===== src/design/timer_defs.svh =====
// Register offsets, field positions and reset values of the three timers.
// Assumes an 8-bit register port with the printed byte offsets.
// Behaviour
// - Clock select 1 uses CPU clock, else 32 kHz.
// - Start clear holds the counter in reset.
// - Start set loads 16-bit value, counts down.
// - Continuous mode reloads at every terminal count.
// - One-shot runs one period, then clears start.
// - High byte is bits 15:8, low 7:0.
// - Count bytes read/write, reset to zero.
// - Config bits: clock select 2, one-shot 1, start 0.
// - Three independent timers, each with own registers.
`ifndef TIMER_DEFS_SVH
`define TIMER_DEFS_SVH

`define T0_CONFIG_OFS 8'hb0
`define T0_HIGH_OFS 8'hb1
`define T0_LOW_OFS 8'hb2
`define T1_CONFIG_OFS 8'hb3
`define T1_HIGH_OFS 8'hb4
`define T1_LOW_OFS 8'hb5
`define T2_CONFIG_OFS 8'hb6
`define T2_HIGH_OFS 8'hb7
`define T2_LOW_OFS 8'hb8
`define IRQ_STATUS_OFS 8'hc0
`define IRQ_MASK_OFS 8'hc1

`define CFG_START_BIT 0
`define CFG_ONE_SHOT_BIT 1
`define CFG_CLK_SEL_BIT 2

`define CFG_RESET 3'h0
`define COUNT_RESET 8'h00
`define CNT_RESET 16'h0000
`define IRQ_RESET 3'h0

`endif


===== src/design/timer_pkg.sv =====
// Types shared by the timer block.
// Assumes the constants header supplies offsets and field positions.
package timer_pkg;

	typedef struct packed {
		logic clk_sel;
		logic one_shot;
		logic start;
	} timer_cfg_t;

	typedef logic [15:0] timer_count_t;

	typedef struct packed {
		logic [7:0] addr;
		logic [7:0] wr_data;
		logic wr_en;
	} reg_wr_t;

endpackage


===== src/design/triple_programmable_down_timer.sv =====
// Three 16-bit down-counting timers with a plain register port.
// Assumes slow_clk is a free-running 32 kHz clock from another domain.
//
// The address-and-strobe port was chosen for this implementation.
`timescale 1ns/1ps
`include "timer_defs.svh"

module triple_programmable_down_timer (
	input wire logic clk,
	input wire logic rst,
	input wire logic slow_clk,
	input wire logic [7:0] addr,
	input wire logic [7:0] wr_data,
	input wire logic wr_en,
	input wire logic rd_en,
	output logic [7:0] rd_data,
	output logic irq,
	output logic [2:0] tc_event
);

	logic slow_meta_q;
	logic slow_sync_q;
	logic slow_prev_q;
	logic [7:0] rd_data_q;
	logic irq_q;
	logic [2:0] tc_q;
	logic [2:0] status_q;
	logic [2:0] mask_q;
	timer_pkg::reg_wr_t bus_wr;
	logic [7:0] rd_data_d;

	wire slow_tick;
	wire [2:0] tc_now;
	wire [7:0] rd_part [3];
	wire status_hit;
	wire mask_hit;
	wire [2:0] status_d;
	wire [2:0] mask_d;
	wire [7:0] rd_mux;

	// The slow clock passes two flip-flops; its rising edge makes a tick.
	always_ff @(posedge clk or posedge rst) begin
		if (rst) begin
			slow_meta_q <= 1'b0;
			slow_sync_q <= 1'b0;
			slow_prev_q <= 1'b0;
		end else begin
			slow_meta_q <= slow_clk;
			slow_sync_q <= slow_meta_q;
			slow_prev_q <= slow_sync_q;
		end
	end

	assign slow_tick = slow_sync_q & ~slow_prev_q;

	assign bus_wr = {addr, wr_data, wr_en};

	down_timer_unit #(
		.CFG_ADDR(`T0_CONFIG_OFS),
		.HIGH_ADDR(`T0_HIGH_OFS),
		.LOW_ADDR(`T0_LOW_OFS)
	) u_down_timer_unit_0 (
		.clk(clk),
		.rst(rst),
		.slow_tick(slow_tick),
		.bus_wr(bus_wr),
		.rd_addr(addr),
		.rd_part(rd_part[0]),
		.tc_now(tc_now[0])
	);

	down_timer_unit #(
		.CFG_ADDR(`T1_CONFIG_OFS),
		.HIGH_ADDR(`T1_HIGH_OFS),
		.LOW_ADDR(`T1_LOW_OFS)
	) u_down_timer_unit_1 (
		.clk(clk),
		.rst(rst),
		.slow_tick(slow_tick),
		.bus_wr(bus_wr),
		.rd_addr(addr),
		.rd_part(rd_part[1]),
		.tc_now(tc_now[1])
	);

	down_timer_unit #(
		.CFG_ADDR(`T2_CONFIG_OFS),
		.HIGH_ADDR(`T2_HIGH_OFS),
		.LOW_ADDR(`T2_LOW_OFS)
	) u_down_timer_unit_2 (
		.clk(clk),
		.rst(rst),
		.slow_tick(slow_tick),
		.bus_wr(bus_wr),
		.rd_addr(addr),
		.rd_part(rd_part[2]),
		.tc_now(tc_now[2])
	);

	assign status_hit = wr_en && (addr == `IRQ_STATUS_OFS);
	assign mask_hit = wr_en && (addr == `IRQ_MASK_OFS);
	// A new event wins over a write-one clear in the same cycle.
	assign status_d = (status_q & ~(status_hit ? wr_data[2:0] : 3'h0)) |
		tc_now;
	assign mask_d = mask_hit ? wr_data[2:0] : mask_q;
	assign rd_mux = rd_part[0] | rd_part[1] | rd_part[2] |
		((addr == `IRQ_STATUS_OFS) ? {5'h00, status_q} : 8'h00) |
		((addr == `IRQ_MASK_OFS) ? {5'h00, mask_q} : 8'h00);

	assign rd_data_d = rd_en ? rd_mux : 8'h00;

	always_ff @(posedge clk or posedge rst) begin
		if (rst) begin
			status_q <= `IRQ_RESET;
		end else begin
			status_q <= status_d;
		end
	end

	always_ff @(posedge clk or posedge rst) begin
		if (rst) begin
			mask_q <= `IRQ_RESET;
		end else begin
			mask_q <= mask_d;
		end
	end

	always_ff @(posedge clk or posedge rst) begin
		if (rst) begin
			irq_q <= 1'b0;
		end else begin
			irq_q <= |(status_d & mask_d);
		end
	end

	always_ff @(posedge clk or posedge rst) begin
		if (rst) begin
			tc_q <= `IRQ_RESET;
		end else begin
			tc_q <= tc_now;
		end
	end

	always_ff @(posedge clk or posedge rst) begin
		if (rst) begin
			rd_data_q <= 8'h00;
		end else begin
			rd_data_q <= rd_data_d;
		end
	end

	assign rd_data = rd_data_q;
	assign irq = irq_q;
	assign tc_event = tc_q;

endmodule

// One programmable down timer with its own register triple.
module down_timer_unit #(
	parameter logic [7:0] CFG_ADDR = 8'h00,
	parameter logic [7:0] HIGH_ADDR = 8'h01,
	parameter logic [7:0] LOW_ADDR = 8'h02
) (
	input wire logic clk,
	input wire logic rst,
	input wire logic slow_tick,
	input wire timer_pkg::reg_wr_t bus_wr,
	input wire logic [7:0] rd_addr,
	output logic [7:0] rd_part,
	output logic tc_now
);

	timer_pkg::timer_cfg_t cfg_q;
	timer_pkg::timer_cfg_t cfg_d;
	logic [7:0] high_q;
	logic [7:0] high_d;
	logic [7:0] low_q;
	logic [7:0] low_d;
	timer_pkg::timer_count_t cnt_q;
	timer_pkg::timer_count_t cnt_d;
	logic armed_q;
	logic armed_d;

	wire cfg_hit;
	wire high_hit;
	wire low_hit;
	wire tick;
	wire at_zero;
	wire at_tc;
	wire hw_stop;
	wire [7:0] cfg_byte;
	wire [7:0] cfg_part;
	wire [7:0] high_part;
	wire [7:0] low_part;
	timer_pkg::timer_count_t reload;
	timer_pkg::timer_count_t count_less;
	timer_pkg::timer_cfg_t cfg_wr;

	assign cfg_hit = bus_wr.wr_en && (bus_wr.addr == CFG_ADDR);
	assign high_hit = bus_wr.wr_en && (bus_wr.addr == HIGH_ADDR);
	assign low_hit = bus_wr.wr_en && (bus_wr.addr == LOW_ADDR);

	assign tick = cfg_q.clk_sel | slow_tick;
	assign reload = {high_q, low_q};
	assign count_less = cnt_q - 16'h0001;
	assign at_zero = (cnt_q == 16'h0000);
	assign at_tc = cfg_q.start && armed_q && tick && at_zero;
	assign tc_now = at_tc;
	assign hw_stop = at_tc && cfg_q.one_shot;

	assign cfg_wr.clk_sel = bus_wr.wr_data[`CFG_CLK_SEL_BIT];
	assign cfg_wr.one_shot = bus_wr.wr_data[`CFG_ONE_SHOT_BIT];
	assign cfg_wr.start = bus_wr.wr_data[`CFG_START_BIT];

	assign high_d = high_hit ? bus_wr.wr_data : high_q;
	assign low_d = low_hit ? bus_wr.wr_data : low_q;

	assign cfg_byte = {5'h00, cfg_q};
	assign cfg_part = (rd_addr == CFG_ADDR) ? cfg_byte : 8'h00;
	assign high_part = (rd_addr == HIGH_ADDR) ? high_q : 8'h00;
	assign low_part = (rd_addr == LOW_ADDR) ? low_q : 8'h00;
	assign rd_part = cfg_part | high_part | low_part;

	always_comb begin
		cfg_d = cfg_q;
		if (cfg_hit) begin
			cfg_d = cfg_wr;
		end else if (hw_stop) begin
			cfg_d.start = 1'b0;
		end
	end

	always_comb begin
		cnt_d = cnt_q;
		armed_d = armed_q;
		if (!cfg_q.start) begin
			cnt_d = `CNT_RESET;
			armed_d = 1'b0;
		end else if (!armed_q) begin
			cnt_d = reload;
			armed_d = 1'b1;
		end else if (at_tc) begin
			cnt_d = reload;
		end else if (tick) begin
			cnt_d = count_less;
		end
	end

	always_ff @(posedge clk or posedge rst) begin
		if (rst) begin
			cfg_q <= `CFG_RESET;
		end else begin
			cfg_q <= cfg_d;
		end
	end

	always_ff @(posedge clk or posedge rst) begin
		if (rst) begin
			high_q <= `COUNT_RESET;
		end else begin
			high_q <= high_d;
		end
	end

	always_ff @(posedge clk or posedge rst) begin
		if (rst) begin
			low_q <= `COUNT_RESET;
		end else begin
			low_q <= low_d;
		end
	end

	always_ff @(posedge clk or posedge rst) begin
		if (rst) begin
			cnt_q <= `CNT_RESET;
		end else begin
			cnt_q <= cnt_d;
		end
	end

	always_ff @(posedge clk or posedge rst) begin
		if (rst) begin
			armed_q <= 1'b0;
		end else begin
			armed_q <= armed_d;
		end
	end
endmodule


===== config.mk =====
export PLATFORM = sky130hd
export DESIGN_NAME = triple_programmable_down_timer
export DESIGN_NICKNAME = d
export VERILOG_FILES = /design/src/design/timer_pkg.sv /design/src/design/triple_programmable_down_timer.sv
export VERILOG_INCLUDE_DIRS = /design/src /design/src/design
export SDC_FILE = /design/constraint.sdc
export NUM_CORES = 1
export LEC_CHECK = 0
export BUFFER_PORTS_ARGS = -buffer_cell sky130_fd_sc_hd__buf_2
export CORE_UTILIZATION = 60
export CTS_CLUSTER_DIAMETER = 100
export CTS_CLUSTER_SIZE = 40
export DETAILED_ROUTE_END_ITERATION = 16
export GPL_TIMING_DRIVEN = 0
export PLACE_DENSITY = 0.88
export SLEW_MARGIN = 20
export SYNTH_ARGS = -nofsm -noshare
export SYNTH_HDL_FRONTEND = slang
export SYNTH_SLANG_ARGS = --single-unit

===== constraint.sdc =====
create_clock -name clk -period 5.4 [get_ports clk]
set_clock_uncertainty 0.1 [all_clocks]
set_input_delay 0.27 -clock clk [delete_from_list [all_inputs] [get_ports clk]]
set_output_delay 0.27 -clock clk [all_outputs]
set_load 0.1 [all_outputs]

==> results.md, run 1 <==
* Die Y-Extent at between 100 and 150 um
* Clock root buffer master: sky130_fd_sc_hd__clkbuf_8
* Post-synthesis instance area at between 6000 and 7000 um2
* Slew margin rel. at 24.8%
* CP Data Required Time at 5.72 ns
* Number of enable flip-flop cells after synthesis at 0
* Antenna violations before repair at 0
* Gr usage total at a little over a third
* Clock sink total at 129
* Arrival time of data at the critical path endpoint at 3.54 ns
* Power per Cell Area at 297 nW/um2
* Most common cell in the synthesized netlist: sky130_fd_sc_hd__dfrtp_1
* Routed via count divided by cell count at between 6 and 7
* Post-detailed-routing wire length at around 20000 um
* Status: complete, no violations
* CP max stage delay at around 0.49 ns
* Achievable Freq at a little over 0.3 GHz
* Placed Instance Area at roughly 7100 um2
* Total number of H-tree levels at 4
* Final nets at about 740
* Global routing usage on met1 at 50.6%
* Unrepaired setup endpoints after global routing: false
* Buffers added on ports at 31
* Share of the cycle needed by the critical path after routing at 59.5%
* Ports placed on the boundary at 33
* TritonCTS Buffers at 17
* Number of setup violations in the final report at 0
* Die outline width at 108 um
* Met2 layer usage reported by global route at between 50 and 60%
* Shortest clock period the worst path allows after layout at approximately 3.2 ns
* Core area at around 11000 um2
* Capturing element type of the critical path: flop
* Worst-Skew Late Latency at 0.54 ns
* Mapped Nets at around 680
* Number of cells produced by synthesis at around 650
* Total gr overflow at 0
* Leakage power of the design at about 3.6 nW
* Count of unique library cells instantiated by Yosys at 70
* Actual transition at the worst max-transition pin at approximately 1.1 ns
* Commonest cells in the synthesized netlist: sky130_fd_sc_hd__dfrtp_1, sky130_fd_sc_hd__mux2_2, sky130_fd_sc_hd__nand3_1, sky130_fd_sc_hd__nand2_1, sky130_fd_sc_hd__o21ai_0
* Crit Path Class: flop to flop
* Cell-by-cell trace of the critical path: inv_1 -> ha_1 -> nor3b_1 -> o211ai_1 -> o31ai_1 -> clkbuf_1 -> buf_2 -> mux2i_1 -> o2bb2ai_1
* Cell Rows at 38
* Detailed-route wire length per cell at about 23 um
* YS warnings at 0
* M3 GR Usage at around a tenth
* Maximum number of buffers from clock root to sink at 2
* Largest fanout on the critical path at 10
* Area share of the leading cell type in the synthesized netlist at between 40% and 50%
* Fin Setup TNS at 0 ns
* Area grow syn2layout at 14.9%
* Setup WS pre-CTS at approximately 2.3 ns
* Final Hold Slack at approximately 0.048 ns
* Worst Hold Class: input port to flop
* Slowest CP cell: sky130_fd_sc_hd__nor3b_1
* Post-layout instance area at a little under 8000 um2
* TritonCTS clock tree: done
* Minimum setup slack in the final design at 2.19 ns
* Buffers and inverters on the worst path at 3
* Antenna violation net count after detailed routing at 0
* Pre-Repair DR Iteration Count at 6
* Most used routing layer: met2
* Share of synthesized flip-flops with an asynchronous set or reset at 100%
* Number of max-capacitance violations reported at 0
* Layout cells sized above 1 at 19.0%
* Mean post-synth cell area at approximately 10 um2
* Placed wire-length estimate at roughly 14000 um
* Pin count of the biggest net entering global routing at between 80 and 90
* Initial core utilization at just over 60%
* Post-route core utilization at between 70% and 80%
* Sort of element at the start of the critical path: flop
* Cell types occupying the most area after synthesis: sky130_fd_sc_hd__dfrtp_1, sky130_fd_sc_hd__mux2_2, sky130_fd_sc_hd__nand3_1
* Die area at approximately 12000 um2
* Sequential area share after synthesis at 47.7%
* Global-route wire length before repair at just over 30000 um
* Number of global-route vias before repair at 5650
* Number of remaining DRC errors at 0
* Placer's final routability congestion estimate at approximately 1
* Flip-flop and latch count after synthesis at approximately 130
* Via count of the routed design at just over 6000
* Post CTS Setup Buffer Count at 0
* Top cell family by delay on the critical path: buffers and inverters
* Number of DRC markers in iteration 0 at ~830
* Flip-flop cell with the highest count after synthesis: sky130_fd_sc_hd__dfrtp_1
* Number of gates resized after CTS at 0
* Count of inserted antenna diode cells at 0
* Clock Pin Slew Worst Setup and Hold Paths at roughly 0.070 ns
* Final Hold Vio Count at 0
* Leading area contributor after synthesis: sky130_fd_sc_hd__dfrtp_1
* Hold-fix buffer count after cts at 9
* Fillcell total at 774
* VDD IR max at roughly 0.25 mV
* Max-slew violation count at 0
==> power breakdown <==
group	internal [mW]	switching (mW)
combinational	0.0675	0.134
clock	0.612	0.467
sequential	0.996	0.0312
total	1.67	0.632
==> cell families (layout without fill, tap and decap cells) <==
family | Yosys count | after routing | share of synthesized area, %
AOI/OAI and AO/OA | 162 | 162 | 17.4
xor gates and xnor gates | 1 | 1 | 0.130
adders and majority gates | 3 | 3 | 0.555
buffers and inverters | 56 | 129 | 3.35
DFF | 129 | 129 | 47.7
muxes | 70 | 70 | 11.8
and+or+nand+nor | 233 | 233 | 19.1
==> layout make-up <==
type	count	area, um2	share of cell area [%]
Multi-Input combinational cell	469	3310	42.6
Sequential cell	129	3230	41.6
Clock buffer	17	414	5.33
Timing Repair Buffer	41	273	3.51
Tap cell	140	175	2.26
Clock inverter	15	138	1.77
Buffer	30	129	1.66
Inverter	26	103	1.32
==> worst paths after layout <==
check	to	slack [ns]	depth (start not counted)	from
max	u_down_timer_unit_0.cnt_q[7]$_DFFE_PP0P_	2.19	9	u_down_timer_unit_0.cnt_q[0]$_DFFE_PP0P_
min	u_down_timer_unit_0.high_q[0]$_DFFE_PP0P_	0.05	2	wr_data[0]
max reg2reg	u_down_timer_unit_0.cnt_q[7]$_DFFE_PP0P_	2.19	9	u_down_timer_unit_0.cnt_q[0]$_DFFE_PP0P_
min reg2reg	slow_sync_q$_DFF_PP0_	0.26	0	slow_meta_q$_DFF_PP0_
max in group asynchronous	slow_sync_q$_DFF_PP0_	4.26	4	rst
min in group asynchronous	u_down_timer_unit_1.cnt_q[4]$_DFFE_PP0P_	0.19	3	rst
==> worst reg2reg max path: cells and delay by family, from the launching register on <==
family | cells | cell delay, ns
AO/OA/AOI/OAI | 3 | 0.82
adder cells (fa/ha/maj) | 1 | 0.17
buffers and inverters | 3 | 0.90
flip-flops | 1 | 0.41
multiplexers | 1 | 0.23
AND/OR/NAND/NOR | 1 | 0.49
==> per-stage QoR <==
stage               total power, mW  cells
global placement               1.22    825
global route                   2.36    867
detailed placement             1.23    826
floorplan                      1.16    654
CTS                            2.30    867
finish                         2.31    867
==> routing by layer <==
layer	vias up	share of wire, %
li1	2643	-
met1	2958	43
met2	392	44
met3	56	10
met4	0	2.8
met5	-	0
==> layout by cell type (no fill, tap or decap), types with 10 or more instances in the layout <==
cell / n
sky130_fd_sc_hd__a21oi_1: 25
sky130_fd_sc_hd__and3_1: 14
sky130_fd_sc_hd__buf_2: 32
sky130_fd_sc_hd__clkbuf_1: 25
sky130_fd_sc_hd__clkbuf_16: 16
sky130_fd_sc_hd__dfrtp_1: 129
sky130_fd_sc_hd__inv_1: 25
sky130_fd_sc_hd__mux2_2: 58
sky130_fd_sc_hd__mux2i_1: 10
sky130_fd_sc_hd__nand2_1: 37
sky130_fd_sc_hd__nand3_1: 49
sky130_fd_sc_hd__nor2_1: 27
sky130_fd_sc_hd__nor3_1: 20
sky130_fd_sc_hd__o211ai_1: 14
sky130_fd_sc_hd__o21ai_0: 32
sky130_fd_sc_hd__o311ai_0: 11
sky130_fd_sc_hd__o31ai_1: 10
sky130_fd_sc_hd__or3_1: 12
sky130_fd_sc_hd__or4_1: 13
==> state kept, by name, summed over array words and instances (netlist names), 3 cells and up <==
| register | cells |
|---|---|
| u_down_timer_unit_0.cnt_q | 16 |
| u_down_timer_unit_1.cnt_q | 16 |
| u_down_timer_unit_2.cnt_q | 16 |
| rd_data | 8 |
| u_down_timer_unit_0.high_q | 8 |
| u_down_timer_unit_0.low_q | 8 |
| u_down_timer_unit_1.high_q | 8 |
| u_down_timer_unit_1.low_q | 8 |
| u_down_timer_unit_2.high_q | 8 |
| u_down_timer_unit_2.low_q | 8 |
| mask_q | 3 |
| status_q | 3 |
| tc_event | 3 |
| u_down_timer_unit_0.cfg_byte | 3 |
| u_down_timer_unit_1.cfg_byte | 3 |
| u_down_timer_unit_2.cfg_byte | 3 |
Note: power is estimated with default switching activity, not from simulation.
==> run 2, diff against run 1 <==
==> constraint.sdc (replaced) <==
create_clock -name clk -period 3.05 [get_ports clk]
set_clock_uncertainty 0.1 [all_clocks]
set_input_delay 0.1525 -clock clk [delete_from_list [all_inputs] [get_ports clk]]
set_output_delay 0.1525 -clock clk [all_outputs]
set_load 0.1 [all_outputs]
==> results.md, run 2 (synthesized netlist as in run 1, its figures left out) <==
* Count of non-filler cells in the finished layout at 876 (was 867)
* Worst Hold Class: input port to flop (unchanged)
* Number of setup violations in the final report at 0 (unchanged)
* Unrepaired setup endpoints after global routing: false (unchanged)
* Reg-to-reg critical path startpoint: u_down_timer_unit_1.cnt_q[0]$_DFFE_PP0P_ (was u_down_timer_unit_0.cnt_q[0]$_DFFE_PP0P_)
* Placed wire-length estimate at 14500 um (was 13800 um)
* Sort of element at the start of the critical path: flop (unchanged)
* Die outline width at 108 um (unchanged)
* Capturing element type of the critical path: flop (unchanged)
* Share of the cycle needed by the critical path after routing at 95.4% (was 59.5%)
* Shortest clock period the worst path allows after layout at 2.91 ns (was 3.21 ns)
* Clock root buffer master: sky130_fd_sc_hd__clkbuf_8 (unchanged)
* Worst-Skew Late Latency at 0.54 ns (about the same)
* Clock Pin Slew Worst Setup and Hold Paths at 0.06 ns (was 0.07 ns)
* Achievable Freq at 0.344 GHz (was 0.311 GHz)
* Arrival time of data at the critical path endpoint at 3.23 ns (was 3.54 ns)
* Final Hold Vio Count at 0 (unchanged)
* Total placed cells including tap cells at 829 (was 826)
* Maximum number of buffers from clock root to sink at 2 (unchanged)
* Leading cell types in the layout, fill and taps excluded: sky130_fd_sc_hd__dfrtp_1, sky130_fd_sc_hd__mux2_2, sky130_fd_sc_hd__nand3_1, sky130_fd_sc_hd__nand2_1 (unchanged)
* Global-route wire length before repair at 32900 um (was 30700 um)
* Placer's final routability congestion estimate at 0.990 (was 0.975)
* Crit Path Class: flop to flop (unchanged)
* Post-detailed-routing wire length at 20900 um (was 19800 um)
* TritonCTS clock tree: done (unchanged)
* Cell Rows at 38 (unchanged)
* Post CTS Setup Buffer Count at 0 (unchanged)
* Final nets at 747 (was 738)
* Die Y-Extent at 108 um (unchanged)
* Max-slew violation count at 0 (unchanged)
* Area grow syn2layout at 18.8% (was 14.9%)
* Total number of H-tree levels at 4 (unchanged)
* Final Hold Slack at 0.0343 ns (was 0.0480 ns)
* Power per Cell Area at 555 nW/um2 (was 297 nW/um2)
* Critical hold path startpoint: addr[4] (was wr_data[0])
* Via count of the routed design at 6207 (was 6049)
* Fillcell total at 736 (was 774)
* CP Data Required Time at 3.37 ns (was 5.72 ns)
* Total gr overflow at 0 (unchanged)
* Core area at 10900 um2 (unchanged)
* Number of DRC markers in iteration 0 at 825 (was 826)
* Post-layout instance area at 8030 um2 (was 7770 um2)
* Clock sink total at 129 (unchanged)
* Status: complete, no violations (unchanged)
* Pre-Repair DR Iteration Count at 8 (was 6)
* Gr usage total at 38.4% (was 35.7%)
* Ports placed on the boundary at 33 (unchanged)
* Placed Instance Area at 7180 um2 (was 7130 um2)
* Pwr Total at 4.46 mW (was 2.31 mW)
* Largest fanout on the critical path at 8 (was 10)
* Area of the multi-input gates at 3350 um2 (was 3310 um2)
* Buffers added on ports at 31 (unchanged)
* Number of max-capacitance violations reported at 0 (unchanged)
* VDD IR max at 0.509 mV (was 0.248 mV)
* Pin count of the biggest net entering global routing at 36 (was 87)
* Source of the critical timing path: u_down_timer_unit_1.cnt_q[0]$_DFFE_PP0P_ (was u_down_timer_unit_0.cnt_q[0]$_DFFE_PP0P_)
* Slew margin rel. at 22.8% (was 24.8%)
* Footprint of the flip-flops and latches at 3230 um2 (unchanged)
* Routed via count divided by cell count at 7.09 (was 6.98)
* Count of inserted antenna diode cells at 0 (unchanged)
* TritonCTS Buffers at 17 (unchanged)
* Layout cells sized above 1 at 20.2% (was 19.0%)
* Detailed-route wire length per cell at 23.9 um (was 22.8 um)
* Actual transition at the worst max-transition pin at 1.15 ns (was 1.12 ns)
* Initial core utilization at 62.1% (unchanged)
* Number of remaining DRC errors at 0 (unchanged)
* Die area at 11700 um2 (unchanged)
* Antenna violation net count after detailed routing at 0 (unchanged)
* Leakage power of the design at 3.71 nW (was 3.57 nW)
* Leading cell type in the layout, fill and taps excluded: sky130_fd_sc_hd__dfrtp_1 (unchanged)
* Regs by FF count: u_down_timer_unit_0.cnt_q x16, u_down_timer_unit_1.cnt_q x16, u_down_timer_unit_2.cnt_q x16 (unchanged)
* Antenna violations before repair at 0 (unchanged)
* Number of global-route vias before repair at 5946 (was 5650)
run 2: cell type report:
cell class	instances	area share (%)
clock buffer	20	5.67
buffer	30	1.62
multi-input combinational	469	41.6
clock inverter	12	2.55
tap	140	2.18
inverter	26	1.26
sequential	129	40.2
timing repair buffer	50	4.89
run 2: critical path: stages, from the launching register on:
cell	delay, ns
sky130_fd_sc_hd__dfrtp_1	0.41
sky130_fd_sc_hd__inv_1	0.07
sky130_fd_sc_hd__ha_1	0.21
sky130_fd_sc_hd__nor4b_1	0.56
sky130_fd_sc_hd__nand3_1	0.31
sky130_fd_sc_hd__o21ai_1	0.62
sky130_fd_sc_hd__o21ai_0	0.20
sky130_fd_sc_hd__a211o_1	0.32
run 2: layer usage:
layer | vias up | track usage, % | wire length [um]
li1 | 2655 | - | -
met1 | 3014 | 53.7 | 8390
met2 | 473 | 56.6 | 9570
met3 | 65 | 11.8 | 2480
met4 | 0 | 13.1 | 464
met5 | - | 0 | 0
run 2: where the power goes:
group          internal (mW)  leakage [nW]  total (mW)  switching (mW)
logic                  0.132          1.62       0.378           0.246
clock network           1.48         0.317        2.26           0.781
registers               1.76          1.77        1.82          0.0570
total                   3.37          3.71        4.46            1.08
run 2: timing repair:
item,CTS,global route
gates resized for setup,1,7
hold endpoints to repair,90,0
hold buffers,15,0
setup endpoints to repair,2,18
run 2: metrics by stage:
step           setup TNS (ns)  setup slack (ns)  utilization, %
3_5_place_dp           -0.142           -0.0950            66.0
5_1_grt                     0            0.0204            73.8
6_report                    0             0.141            73.8
4_1_cts                     0            0.0360            73.5
2_1_floorplan               0             0.551               -
3_3_place_gp                0            0.0926            65.2
run 2: final timing paths:
| check | to | slack (ns) | cells past startpoint |
|---|---|---|---|
| worst max-delay path | u_down_timer_unit_1.cnt_q[13]$_DFFE_PP0P_ | 0.14 | 7 |
| worst min-delay path | mask_q[0]$_DFF_PP0_ | 0.03 | 4 |
| worst max register to register | u_down_timer_unit_1.cnt_q[13]$_DFFE_PP0P_ | 0.14 | 7 |
| worst min register to register | slow_sync_q$_DFF_PP0_ | 0.30 | 0 |
| max in group asynchronous | u_down_timer_unit_0.cnt_q[2]$_DFFE_PP0P_ | 1.89 | 6 |
| min in group asynchronous | u_down_timer_unit_1.cnt_q[2]$_DFFE_PP0P_ | 0.04 | 3 |
